`src/hdl/adcc_pkg.sv`:
```
// adcc_pkg: widths, counts, reset values and state type of the converter
// control block.
// assumes: one 50 MHz clock; used by both design files.
package adcc_pkg;
  // clock rate and conversion timing
  localparam int ADCC_CLK_HZ = 50_000_000;
  localparam int ADCC_RES_BITS = 10;
  localparam int ADCC_CHAN_BITS = 4;
  localparam int ADCC_SAMPLE_CYCLES = 16;
  localparam int ADCC_STEP_CYCLES = 8;
  // result layout: upper 8 bits high, lowest 2 bits low
  localparam int ADCC_HIGH_LSB = 2;
  localparam int ADCC_LOW_WIDTH = 2;
  // saturated values
  localparam logic [9:0] ADCC_FULL_SCALE = 10'h3FF;
  localparam logic [9:0] ADCC_ZERO_SCALE = 10'h000;
  // reset values
  localparam logic [7:0] ADCC_RESULT_RST = 8'h00;
  localparam logic [3:0] ADCC_CHAN_RST = 4'h0;

  typedef enum logic [1:0] {
    ADCC_OFF,
    ADCC_SAMPLE,
    ADCC_CONVERT
  } adcc_state_t;
endpackage : adcc_pkg

```
`src/hdl/adcc_sar_engine.sv`:
```
// adcc_sar_engine: successive approximation sequencer, one bit per step.
// assumes: the analog core compares the sampled input against trialCode
// and answers on compareHigh before the next step enable.
`timescale 1ns/1ps
`default_nettype none
module adcc_sar_engine
  import adcc_pkg::*;
#(
  parameter int RES_BITS = ADCC_RES_BITS
) (
  input wire logic clk,
  input wire logic rst,
  input wire logic start,
  input wire logic abort,
  input wire logic stepEn,
  input wire logic compareHigh,
  output logic [RES_BITS-1:0] trialCode,
  output logic busy,
  output logic done,
  output logic [RES_BITS-1:0] result
);
  logic [RES_BITS-1:0] trial_reg, trial_next;
  logic [RES_BITS-1:0] mask_reg, mask_next;
  logic busy_reg, busy_next;
  logic done_reg, done_next;

  // ===========================================================
  // bit decision
  // abort wins over start so a channel change never finishes old data
  always_comb begin
    trial_next = trial_reg;
    mask_next = mask_reg;
    busy_next = busy_reg;
    done_next = 1'b0;
    if (abort) begin
      busy_next = 1'b0;
      trial_next = '0;
      mask_next = '0;
    end else if (start) begin
      busy_next = 1'b1;
      mask_next = {1'b1, {(RES_BITS-1){1'b0}}};
      trial_next = {1'b1, {(RES_BITS-1){1'b0}}};
    end else if (busy_reg && stepEn) begin
      // drop the trial bit when the input is below it
      if (!compareHigh) begin
        trial_next = trial_reg & ~mask_reg;
      end
      mask_next = mask_reg >> 1;
      trial_next = trial_next | (mask_reg >> 1);
      if (mask_reg[0]) begin
        busy_next = 1'b0;
        done_next = 1'b1;
      end
    end
  end

  always_ff @(posedge clk or posedge rst) begin
    if (rst) begin
      trial_reg <= '0;
      mask_reg <= '0;
      busy_reg <= 1'b0;
      done_reg <= 1'b0;
    end else begin
      trial_reg <= trial_next;
      mask_reg <= mask_next;
      busy_reg <= busy_next;
      done_reg <= done_next;
    end
  end

  assign trialCode = trial_reg;
  assign busy = busy_reg;
  assign done = done_reg;
  assign result = trial_reg; // final code once done pulses
endmodule : adcc_sar_engine
`default_nettype wire

```
`src/hdl/adcc_conversion_control.sv`:
```
// adcc_conversion_control: control of a 10-bit successive approximation
// converter with a 16-way input multiplexer and continuous conversion.
// assumes: control inputs come from a CPU-side register decoder as plain
// levels and one-cycle strobes, synchronous to clk; the analog core sits
// on the mux, sample-hold and compare pins.
//
// What this block does
// - each conversion yields a 10-bit value spread over two result bytes
// - input above upper reference gives all ones high, 3 low
// - input below lower reference gives zero in both bytes
// - four-bit channel field picks one of 16 multiplexed inputs
// - setting the on bit starts back-to-back conversions of the channel
// - each completion updates both result bytes and sets the done flag
// - reading the high byte clears the done flag; low byte read does not
// - channel write aborts conversion, clears flag, restarts on new channel
// - clearing the on bit stops conversions and powers the core down
`timescale 1ns/1ps
`default_nettype none
module adcc_conversion_control
  import adcc_pkg::*;
#(
  parameter int SAMPLE_CYCLES = ADCC_SAMPLE_CYCLES,
  parameter int STEP_CYCLES = ADCC_STEP_CYCLES
) (
  input wire logic clk,
  input wire logic rst,
  input wire logic converterOn,
  input wire logic [ADCC_CHAN_BITS-1:0] channelSelectField,
  input wire logic channelWrite,
  input wire logic resultHighRead,
  input wire logic resultLowRead,
  input wire logic compareHigh,
  input wire logic aboveRef,
  input wire logic belowRef,
  output logic [7:0] resultHigh,
  output logic [7:0] resultLow,
  output logic conversionDoneFlag,
  output logic [ADCC_CHAN_BITS-1:0] muxSelect,
  output logic analogEnable,
  output logic sampleHold,
  output logic [ADCC_RES_BITS-1:0] trialCode
);
  localparam int CNT_W = 16;
  localparam logic [CNT_W-1:0] SAMPLE_LAST = CNT_W'(SAMPLE_CYCLES - 1);
  localparam logic [CNT_W-1:0] STEP_LAST = CNT_W'(STEP_CYCLES - 1);

  // split a 10-bit code into the two result bytes
  function automatic logic [15:0] pack_result(
    input logic [ADCC_RES_BITS-1:0] code
  );
    logic [15:0] packed_bytes;
    packed_bytes = {code[ADCC_RES_BITS-1:ADCC_HIGH_LSB], 6'h00,
      code[ADCC_LOW_WIDTH-1:0]};
    return packed_bytes;
  endfunction : pack_result

  adcc_state_t state_reg, state_next;
  logic [CNT_W-1:0] cnt_reg, cnt_next;
  logic [7:0] high_reg, high_next;
  logic [7:0] low_reg, low_next;
  logic done_reg, done_next;
  logic [ADCC_CHAN_BITS-1:0] chan_reg, chan_next;
  logic on_reg, on_next;
  logic hold_reg, hold_next;
  logic above_reg, above_next;
  logic below_reg, below_next;
  logic sarStart, sarAbort, stepEn;
  logic sarBusy, sarDone;
  logic [ADCC_RES_BITS-1:0] sarResult;
  logic [ADCC_RES_BITS-1:0] finalCode;
  logic [15:0] packedResult;

  // ===========================================================
  // saturation of the finished code
  always_comb begin
    if (above_reg) begin
      finalCode = ADCC_FULL_SCALE; // no overflow flag is raised
    end else if (below_reg) begin
      finalCode = ADCC_ZERO_SCALE;
    end else begin
      finalCode = sarResult;
    end
    packedResult = pack_result(finalCode);
  end

  // ===========================================================
  // sequencer: off, sample, convert, then sample again
  always_comb begin
    state_next = state_reg;
    cnt_next = cnt_reg;
    chan_next = chan_reg;
    on_next = converterOn;
    hold_next = 1'b0;
    above_next = above_reg;
    below_next = below_reg;
    sarStart = 1'b0;
    sarAbort = 1'b0;
    stepEn = 1'b0;
    if (channelWrite) begin
      chan_next = channelSelectField;
    end
    unique case (state_reg)
      ADCC_OFF: begin
        cnt_next = '0;
        if (converterOn) begin
          // open the hold at once so the first sample is as long as the rest
          hold_next = 1'b1;
          state_next = ADCC_SAMPLE;
        end
      end
      ADCC_SAMPLE: begin
        hold_next = 1'b1;
        cnt_next = cnt_reg + 1'b1;
        if (cnt_reg == SAMPLE_LAST) begin
          // range comparators are read as the hold closes
          above_next = aboveRef;
          below_next = belowRef;
          cnt_next = '0;
          hold_next = 1'b0;
          sarStart = 1'b1;
          state_next = ADCC_CONVERT;
        end
      end
      ADCC_CONVERT: begin
        // step divider gives the comparator time to settle per bit
        cnt_next = cnt_reg + 1'b1;
        if (cnt_reg == STEP_LAST) begin
          cnt_next = '0;
          stepEn = sarBusy;
        end
        if (sarDone) begin
          cnt_next = '0;
          hold_next = 1'b1;
          state_next = ADCC_SAMPLE; // continuous conversion
        end
      end
    endcase
    // a new channel restarts the sample from scratch
    if (channelWrite && state_reg != ADCC_OFF) begin
      sarAbort = 1'b1;
      sarStart = 1'b0;
      cnt_next = '0;
      hold_next = 1'b1;
      state_next = ADCC_SAMPLE;
    end
    if (!converterOn) begin
      sarAbort = 1'b1;
      sarStart = 1'b0;
      hold_next = 1'b0;
      cnt_next = '0;
      state_next = ADCC_OFF;
    end
  end

  // ===========================================================
  // result bytes and done flag
  // the pair is not shadowed: a completion overwrites both bytes at once
  always_comb begin
    high_next = high_reg;
    low_next = low_reg;
    done_next = done_reg;
    if (resultHighRead) begin
      done_next = 1'b0; // low byte read leaves the flag alone
    end
    if (channelWrite) begin
      done_next = 1'b0;
    end
    // completion after the clears, so a set in the same cycle wins over a high read; a channel write blocks it
    if (sarDone && !channelWrite && converterOn) begin
      high_next = packedResult[15:8];
      low_next = packedResult[7:0];
      done_next = 1'b1;
    end
  end

  always_ff @(posedge clk or posedge rst) begin
    if (rst) begin
      state_reg <= ADCC_OFF;
      cnt_reg <= '0;
      chan_reg <= ADCC_CHAN_RST;
      on_reg <= 1'b0;
      hold_reg <= 1'b0;
      above_reg <= 1'b0;
      below_reg <= 1'b0;
      high_reg <= ADCC_RESULT_RST;
      low_reg <= ADCC_RESULT_RST;
      done_reg <= 1'b0;
    end else begin
      state_reg <= state_next;
      cnt_reg <= cnt_next;
      chan_reg <= chan_next;
      on_reg <= on_next;
      hold_reg <= hold_next;
      above_reg <= above_next;
      below_reg <= below_next;
      high_reg <= high_next;
      low_reg <= low_next;
      done_reg <= done_next;
    end
  end

  // ===========================================================
  // bit sequencer
  adcc_sar_engine #(
    .RES_BITS(ADCC_RES_BITS)
  ) u_sar (
    .clk(clk),
    .rst(rst),
    .start(sarStart),
    .abort(sarAbort),
    .stepEn(stepEn),
    .compareHigh(compareHigh),
    .trialCode(trialCode),
    .busy(sarBusy),
    .done(sarDone),
    .result(sarResult)
  );

  // outputs, each straight from a flip-flop
  assign resultHigh = high_reg;
  assign resultLow = low_reg;
  assign conversionDoneFlag = done_reg;
  assign muxSelect = chan_reg;
  assign analogEnable = on_reg; // core powered only while on
  assign sampleHold = hold_reg;

  // low-byte read has no side effect; port kept for the bus decoder
  logic unusedLowRead;
  assign unusedLowRead = resultLowRead;
endmodule : adcc_conversion_control
`default_nettype wire

```
`config.mk`:
```
export PLATFORM = sky130hd
export DESIGN_NAME = adcc_conversion_control
export DESIGN_NICKNAME = d
export VERILOG_FILES = /design/src/hdl/adcc_pkg.sv /design/src/hdl/adcc_sar_engine.sv /design/src/hdl/adcc_conversion_control.sv
export SDC_FILE = /design/constraint.sdc
export NUM_CORES = 1
export LEC_CHECK = 0
export ABC_AREA = 1
export BUFFER_PORTS_ARGS = -buffer_cell sky130_fd_sc_hd__buf_4
export CORE_UTILIZATION = 48
export DETAILED_ROUTE_END_ITERATION = 10
export PLACE_DENSITY = 0.74
export RECOVER_POWER = 100
export SYNTH_ARGS = -nofsm -noshare
export SYNTH_HDL_FRONTEND = slang
export SYNTH_SLANG_ARGS = --single-unit
```
`constraint.sdc`:
```
create_clock -name clk -period 1.69 [get_ports clk]
set_input_delay 0.169 -clock clk [delete_from_list [all_inputs] [get_ports clk]]
set_output_delay 0.169 -clock clk [all_outputs]
set_load 0.1 [all_outputs]
```
; ---- After elaboration in Yosys (flattened, before gate mapping)
; Index checks and enable logic that the tools add are counted.
[op_classes]
add_sub_neg = 1
multipliers = 0
div_mod_pow = 0
order_cmp = 0
eq_ne = 6
shift = 0
n_mux = 47
bitwise_logic = 3
reduce_logical = 13
[ops]
columns = operator, n
row1 = 2-to-1 mux 10 bit, 12
row2 = 2-to-1 mux 16 bit, 5
row3 = one-hot mux 16 bit (3 select lines), 1
row4 = 2-to-1 mux 1 bit, 23
row5 = adder 16 x 1 -> 16 bit (second input constant), 1
row6 = == test 16 x 3 -> 1 bit (second input constant), 1
row7 = == test 16 x 4 -> 1 bit (second input constant), 1
row8 = bitwise AND 10 bit, 1
row9 = inverter 10 bit, 1
row10 = bitwise OR 10 x 9 -> 10 bit, 1
row11 = nonzero test 3 bit, 3
row12 = 2-to-1 mux 2 bit, 4
row13 = one-hot mux 2 bit (3 select lines), 1
row14 = AND reduction 2 bit, 3
row15 = logical AND 1 bit, 4
row16 = != test 4 x 3 -> 1 bit (second input constant), 1
row17 = != test 4 bit (second input constant), 1
row18 = one-hot mux 1 bit (3 select lines), 1
row19 = == test 2 x 1 -> 1 bit (second input constant), 1
row20 = == test 2 bit (second input constant), 1
row21 = logical NOT 2 bit, 1
row22 = nonzero test 2 bit, 1
row23 = logical NOT 1 bit, 1
[totals]
ff_bits = 59
latchBits = 0
mem_bits_rw = 0
rom_bits = 0
in_bits = 13
out_inout_bits = 33
word_cells = 84
n_memories = 0

; ---- Depth between registers and ports, before layout
; Gate-level depths: netlist (run 1).
[depth]
depth_word = 11
ltp_mapped = 12
ltp_nobuf = 12

; ---- Cells and area by module
; A second synthesis (run 1) with hierarchy kept.
[unflattened]
cells_unflattened = 348
hier_area_um2 = 2930.3
[by_module_without_submodules]
columns = module, n_inst, cells_per_inst, area_each_um2
row1 = adcc_conversion_control, 1, 236, 1916.8
row2 = adcc_sar_engine, 1, 112, 1013.5

; ---- Worst setup path before layout (run 1)
; OpenSTA, ideal clock, no wires.
[synth_timing]
path_type = register to register
startpoint = register cnt_reg[0]
endpoint = register cnt_reg[8]
setup_time_ns = 0.120
t_arrival_ns = 1.406
required_ns = 1.570
path_slack_ns = 0.163
path_stages_with_launch = 12
n_path_buf = 1
period_less_slack_ns = 1.527
cell_sequence = dfrtp_1 > ha_1 > nand2_2 > inv_2 > nand2_2 > nor2_4 > nand2_2 > nand2_2 > o21ai_2 > nand2_4 > buf_12 > nor2_2
[synth_via]
elab_chain_len = 6
elab_cells_between_ends = 9
[synth_rtl]
columns = element, line
row1 = from (decl), adcc_conversion_control.sv:58  ; logic [CNT_W-1:0] cnt_reg, cnt_next;
row2 = from (signal assigned), adcc_conversion_control.sv:190  ; cnt_reg <= cnt_next;
row3 = adder 16 x 1 -> 16 bit or == test 16 x 3 -> 1 bit (tied branches), "adcc_conversion_control.sv:113, adcc_conversion_control.sv:126, adcc_conversion_control.sv:127"
row4 = 2-to-1 mux 16 bit, adcc_conversion_control.sv:127  ; if (cnt_reg == STEP_LAST) begin
row5 = 2-to-1 mux 16 bit, adcc_conversion_control.sv:131  ; if (sarDone) begin
row6 = one-hot mux 16 bit (3 select lines) *, adcc_conversion_control.sv:102  ; unique case (state_reg)
row7 = 2-to-1 mux 16 bit *, adcc_conversion_control.sv:139  ; if (channelWrite && state_reg != ADCC_OFF) begin
row8 = 2-to-1 mux 16 bit *, adcc_conversion_control.sv:146  ; if (!converterOn) begin
row9 = named net cnt_next[8], adcc_conversion_control.sv:58
; The timed path passes the listed nets; every way through them passes the cells marked *.
; A chain may end at the register's enable or synchronous reset.

; ---- Worst setup path after layout (run 1)
[layout_timing]
startpoint = register state_reg[0]
endpoint = register u_sar.mask_reg[7]
[layout_via]
elab_chain_len = 6
elab_cells_between_ends = 14
[layout_rtl]
columns = element, line
row1 = from (decl), adcc_conversion_control.sv:57  ; adcc_state_t state_reg, state_next;
row2 = from (signal assigned), adcc_conversion_control.sv:189  ; state_reg <= state_next;
row3 = == test 2 x 1 -> 1 bit or nonzero test 2 bit (tied branches), "adcc_conversion_control.sv:102, adcc_conversion_control.sv:139"
row4 = 2-to-1 mux 1 bit or logical AND 1 bit (tied branches), "adcc_conversion_control.sv:102, adcc_conversion_control.sv:139"
row5 = 2-to-1 mux 1 bit, adcc_conversion_control.sv:139
row6 = 2-to-1 mux 1 bit, adcc_conversion_control.sv:146
row7 = 2-to-1 mux 10 bit, adcc_sar_engine.sv:39  ; end else if (start) begin
row8 = 2-to-1 mux 10 bit, adcc_sar_engine.sv:35  ; if (abort) begin
row9 = to (signal assigned), adcc_sar_engine.sv:65  ; mask_reg <= mask_next;
row10 = to (decl), adcc_sar_engine.sv:23  ; logic [RES_BITS-1:0] mask_reg, mask_next;
; Several ways; a longest one is shown, not always the timed one.

==> results of run 1 <==
==> worst max-delay path, cell delays in order, from the launching register on <==
cell,delay (ps)
dfrtp_1,400
inv_2,80
ha_1,140
inv_1,50
nand2_2,100
nand2_4,80
nor2_4,140
nand3_4,120
nand2_4,110
inv_4,50
buf_12,130
nand3_1,80
o21ai_2,60
==> what timing repair did <==
action / CTS / global route
hold endpoints to repair: 61 / 0
gates cloned: 0 / 1
resized for setup: 2 / 12
setup endpoints to repair: 20 / 27
pin swaps: 0 / 5
buffers inserted: 0 / 5
hold buffers: 3 / 0
==> layout make-up <==
class                   count  area [µm²]  area share
clock inverters             5       52.55     0.01443
inverters                  39       148.9     0.04089
repair buffers             60       442.9      0.1216
multi-input cells         237        1285      0.3529
clock buffers              11       141.4     0.03883
flip-flops and latches     59        1476      0.4055
well taps                  75       93.84     0.02577
==> through the flow <==
stage	setup WS (ps)	cell area [µm²]	util	hold WS (ps)	std cells
4_1_cts	41.59	3638	0.6109	31.79	480
5_1_grt	-38.70	3641	0.6113	49.08	486
3_5_place_dp	5.823	3407	0.5721	262.3	461
3_3_place_gp	58.50	3407	0.5721	260.4	461
6_report	55.16	3641	0.6113	43.73	486
2_1_floorplan	64.66	3007	-	200.4	353
==> per-layer routing <==
layer,vias to the layer above,track usage
met2,57,0.3345
li1,1232,-
met4,0,0.08929
met5,-,0
met1,1143,0.2860
met3,6,0.06517
==> kinds of logic after synthesis <==
family,synth area share
simple gates,0.2563
buf+inv,0.09380
fa+ha+maj,0.01675
other cells,0.001255
mux,0.01507
compound gates,0.08460
xor+xnor,0.03811
flops,0.4941
==> how the worst min path moves through the flow <==
stage | slack (ps) | cells past startpoint | startpoint | endpoint
4_1_cts | 30 | 3 | aboveRef | above_reg
2_1_floorplan | 200 | 0 | converterOn | analogEnable
3_3_place_gp | 260 | 3 | rst | resultHigh[3]
6_report | 40 | 3 | aboveRef | above_reg
3_5_place_dp | 260 | 3 | rst | resultHigh[4]
5_1_grt | 50 | 2 | channelSelectField[2] | muxSelect[2]
==> power by group through the flow <==
stage                     logic, mW  registers (mW)  clock network [mW]
after floorplan               0.492            1.82                   0
after detailed placement       1.00            1.54                   0
after global routing           1.15            1.52                1.36
after global placement        0.983            1.54                   0
final                          1.07            1.52                1.28
after CTS                      1.03            1.51                1.30
==> cell usage in the layout, fill, tap and decap left out, types with 2 or more instances in the layout <==
master | netlist | final
inv_2 | 2 | 2
o21ai_0 | 24 | 24
nor2_2 | 14 | 12
a21oi_1 | 12 | 12
nand4_1 | 9 | 9
nand2_1 | 65 | 64
nand2_2 | 8 | 8
clkbuf_4 | 0 | 2
nand2_4 | 1 | 3
conb_1 | 1 | 6
clkinv_2 | 0 | 3
nand3_1 | 28 | 28
xor2_1 | 12 | 12
buf_4 | 7 | 21
clkbuf_2 | 0 | 27
o21ai_1 | 10 | 9
clkbuf_8 | 0 | 10
inv_1 | 37 | 36
buf_6 | 2 | 4
ha_1 | 4 | 3
dfrtp_1 | 59 | 59
dlygate4sd3_1 | 0 | 3
nor3_1 | 8 | 8
nor2_1 | 23 | 23
buf_12 | 1 | 3
nor2_4 | 2 | 4
o21ai_2 | 1 | 2
mux2_2 | 4 | 4
==> metrics.txt, run 1 <==
Routed met3 length 289 µm; Remaining DRCs 0; Rel. slew slack 0.4752; clk sinks 59; max FFs per register 16; top cell type's share of synthesized area 0.4941; GPL Wtd Cong 0.8618; post-synthesis cell area 2988 µm²; drt wl/cell 13.19 µm; CP max FO 8; Post-layout nets 423; WL met2 3039 µm; VDD IR max 0.4942 mV; Hold Path Class primary input to register; ys flop type dfrtp_1; die area 6544 µm²; Net Sw Power 1.387 mW; leak pwr 1.803 nW; max-cap violation count 0; fin crit share 0.9674; flop2flop setup slack 60 ps; Total Power 3.864 mW; Synth area leaders dfrtp_1, nand2_1, nand3_1, inv_1, o21ai_0; H-tree levels 3; Critical Path End Type register; Critical Path End u_sar.mask_reg[7]; fmax 0.6117 GHz; R2R depth 12; row cnt 28; Chip Height 80.90 µm; Seq pwr share 0.392; DR top layer met4; 1st-iter DRT viols 173; number of global-route vias before repair 2310; Die Wd 80.90 µm; Vias 2438; final hold violations 0; status finished, final reports clean; worst r2r dst u_sar.mask_reg[7]; Routed WL 6411 µm; Starting Density 0.5017; Clk pin slew, worst setup/hold paths 70 ps; first-pass GRT wire length 10670 µm; gr usage total 0.2177; reg2reg start state_reg[0]; worst path arrival time 1860 ps; Fin Setup TNS 0 ps; worst skew pair latency 340 ps; Clock power frac 0.331; proportion of layout cells with a drive suffix above 1 0.2701; Post-synth EDFFs 0; Syn. warnings 0; dpl hpwl 4373 µm; sequential fraction of the synthesis area 0.4941; clk root buf clkbuf_8; met1 WL 2995 µm; clock skew 10.57 ps; CTS tree built; largest net degree at the start of global routing 60; Yosys top cell by area dfrtp_1; startpoint class of the critical path register; initial antenna violation count 0; count of TritonRoute iterations in the first routing pass 4; distinct cell type count after synthesis 30; PD cells 1061 nW/µm²; Sw Share 0.3589; Crit Path Class register to register; CTS buffer count 9; most common cell in the synthesized netlist nand2_1; Syn Inst Count 348; fillers 515; Worst Tran Pin Value 787.3 ps; core footprint 5956 µm²; Pint 2.477 mW; Pins Over Slew Limit 0; io pins 46; first element of the critical path state_reg[0]; CTS max path bufs 2; gr ovfl total 0; ys async rst share 1.000; Setup-failing EPs final 0; number of vias per cell 5.016; Post-DRT Antenna Nets 0; Tmin final 1635 ps; worst path required time 1920 ps; Seq cells post-synth 59; Gate power share 0.277; synth cell count leaders nand2_1, dfrtp_1, inv_1; Layout area overhead 21.86%; diode count 0; Syn Area/Cell 8.586 µm²; I/O Buffers 38
(Power assumes the default switching activity.)
==> run 2: changes to the inputs <==
- CORE_ASPECT_RATIO: not set -> 0.9
- CORE_UTILIZATION: 48 -> 51
- PLACE_DENSITY: 0.74 -> 0.78
==> metrics.txt, run 2 (synthesis gave the netlist of run 1 again) <==
status finished, final reports clean; Vias 2363 (-3.1%); hold depth 3 (unchanged); clk root buf clkbuf_8; CP max FO 10 (+2); io pins 46 (unchanged); worst path required time 1910 ps (about the same); Worst Tran Pin Value 775.8 ps (-11.48 ps); Setup-failing EPs final 0 (unchanged); CTS max path bufs 2 (unchanged); clock skew 8.700 ps (-1.868 ps); core footprint 5660 µm² (-5.0%); die area 6169 µm² (-5.7%); Top cell by count, worst path nand2_2; first element of the critical path state_reg[0]; Critical Path End u_sar.result[4]; number of vias per cell 4.975 (-0.83%); fillers 493 (-4.3%); Pins Over Slew Limit 0 (unchanged); commonest non-fill, non-tap cell in the layout nand2_1; final setup margin 102.8 ps (+47.59 ps); Die Wd 82.68 µm (+2.2%); worst path arrival time 1810 ps (-50 ps); highest-count cells in the layout ignoring fill and taps nand2_1, dfrtp_1, inv_1, nand3_1, clkbuf_2; row cnt 26 (-7.1%); Final Cell Area 3580 µm² (-1.7%); Critical Path End Type register; Remaining DRCs 0 (unchanged); Post-layout nets 417 (-1.4%); crit path cell chain inv_2 > ha_1 > inv_1 > nand2_2 > nand2_2 > nor2_4 > nand3_4 > nand2_2 > inv_2 > buf_4 > nand3_1 > nand2_1; stages on the worst setup path 12 (unchanged); PD cells 1083 nW/µm² (+2.1%); CTS tree built; startpoint class of the critical path register; count of TritonRoute iterations in the first routing pass 4 (unchanged); Hold Path Class primary input to register; 1st-iter DRT viols 149 (-14%); drt wl/cell 12.71 µm (-3.7%); H-tree levels 3 (unchanged); multi-input logic area 1286 µm² (about the same); Crit path max-delay family simple AND/OR/NAND/NOR gates; Sequential Area 1476 µm² (unchanged); max FFs per register 16 (unchanged); final core occ 0.6324 (+0.02106); CTS buffer count 9 (unchanged); max incr delay on CP 390 ps (about the same); Chip Height 74.62 µm (-7.8%); Finished Layout Cells 475 (-2.3%); max-cap violation count 0 (unchanged); worst r2r dst u_sar.result[4]; final hold violations 0 (unchanged); Starting Density 0.5279 (+0.02617); Layout area overhead 19.81%; largest net degree at the start of global routing 60 (unchanged); I/O Buffers 38 (unchanged); gr usage total 0.2118 (-0.005866); diode count 0 (unchanged); # placed instances 454 (-1.5%); GPL Wtd Cong 0.8795 (+2.1%); initial antenna violation count 0 (unchanged); fin crit share 0.9392 (-0.02816); Critical Path Slowest Stage Cell dfrtp_1; Post-DRT Antenna Nets 0 (unchanged); Tmin final 1587 ps (-47.59 ps); Total Power 3.877 mW (+0.34%); Buf/Inv on CP 4 (unchanged); R2R depth 12 (unchanged); VDD IR max 0.7950 mV (+61%); Crit Path Class register to register; leak pwr 1.775 nW (-1.5%); number of global-route vias before repair 2085 (-9.7%); fmax 0.6300 GHz (+3.0%); first-pass GRT wire length 9666 µm (-9.4%); worst skew pair latency 340 ps (about the same); gr ovfl total 0 (unchanged); proportion of layout cells with a drive suffix above 1 0.2593 (-0.01081); dpl hpwl 4199 µm (-4.0%); flop2flop setup slack 100 ps (+50 ps); dpl cell area 3373 µm² (-0.99%); clk sinks 59 (unchanged); dpl ws 50.37 ps (+44.55 ps); reg2reg start state_reg[0]; Routed WL 6037 µm (-5.8%); Clk pin slew, worst setup/hold paths 60 ps (about the same); Rel. slew slack 0.4828 (+0.007654)
## run 2: cell count changes in the layout (fill, tap and decap cells not counted), sizes merged
cell	change
clkbuf	+1
clkinv	-1
buf	-6
## run 2: worst min-delay path, cell delays in order
cell and delay [ps]:
buf_4 90, nand2_1 40, nand2_1 50
## run 2: worst min path at each step
stage,end,start
global route,above_reg,aboveRef
CTS,conversionDoneFlag,resultHighRead
floorplan,analogEnable,converterOn
finish,above_reg,aboveRef
global placement,conversionDoneFlag,rst
detailed placement,conversionDoneFlag,rst
## run 2: what timing repair did
action / 4_1_cts / 5_1_grt
endpoints found under the setup margin: 0 / 26
hold buffers: 2 / 1
buffers inserted: 0 / 1
endpoints found under the hold margin: 60 / 1
gates resized for setup: 0 / 8
## run 2: power by group
part / switching (mW) / leakage, nW / internal [mW]
sequential: 0.0350 / 0.785 / 1.48
combinational: 0.771 / 0.882 / 0.259
clock: 0.538 / 0.108 / 0.796
total: 1.34 / 1.77 / 2.53
## run 2: cell type report
type	instances	share of cell area
Multi-Input combinational cell	237	0.3593
Inverter	39	0.04089
Clock inverter	4	0.01328
Tap cell	70	0.02447
Timing Repair Buffer	54	0.1035
Sequential cell	59	0.4124
Clock buffer	12	0.04614
## run 2: per-stage QoR
stage,hold slack [ps],setup TNS [ps]
finish,53.74,0
global route,35.72,-14.71
CTS,5.761,0
detailed placement,257.4,0
global placement,257.5,0
floorplan,200.4,0
## run 2: metal layers
metal  part of all wire  routed length, µm  global-route usage  vias up
li1                   -                  -                   -     1214
met1               0.48               2882              0.2922     1087
met2               0.46               2799              0.3115       58
met3              0.050                301             0.08000        4
met4             0.0089                 54             0.06322        0
met5                  0                  0                   0        -
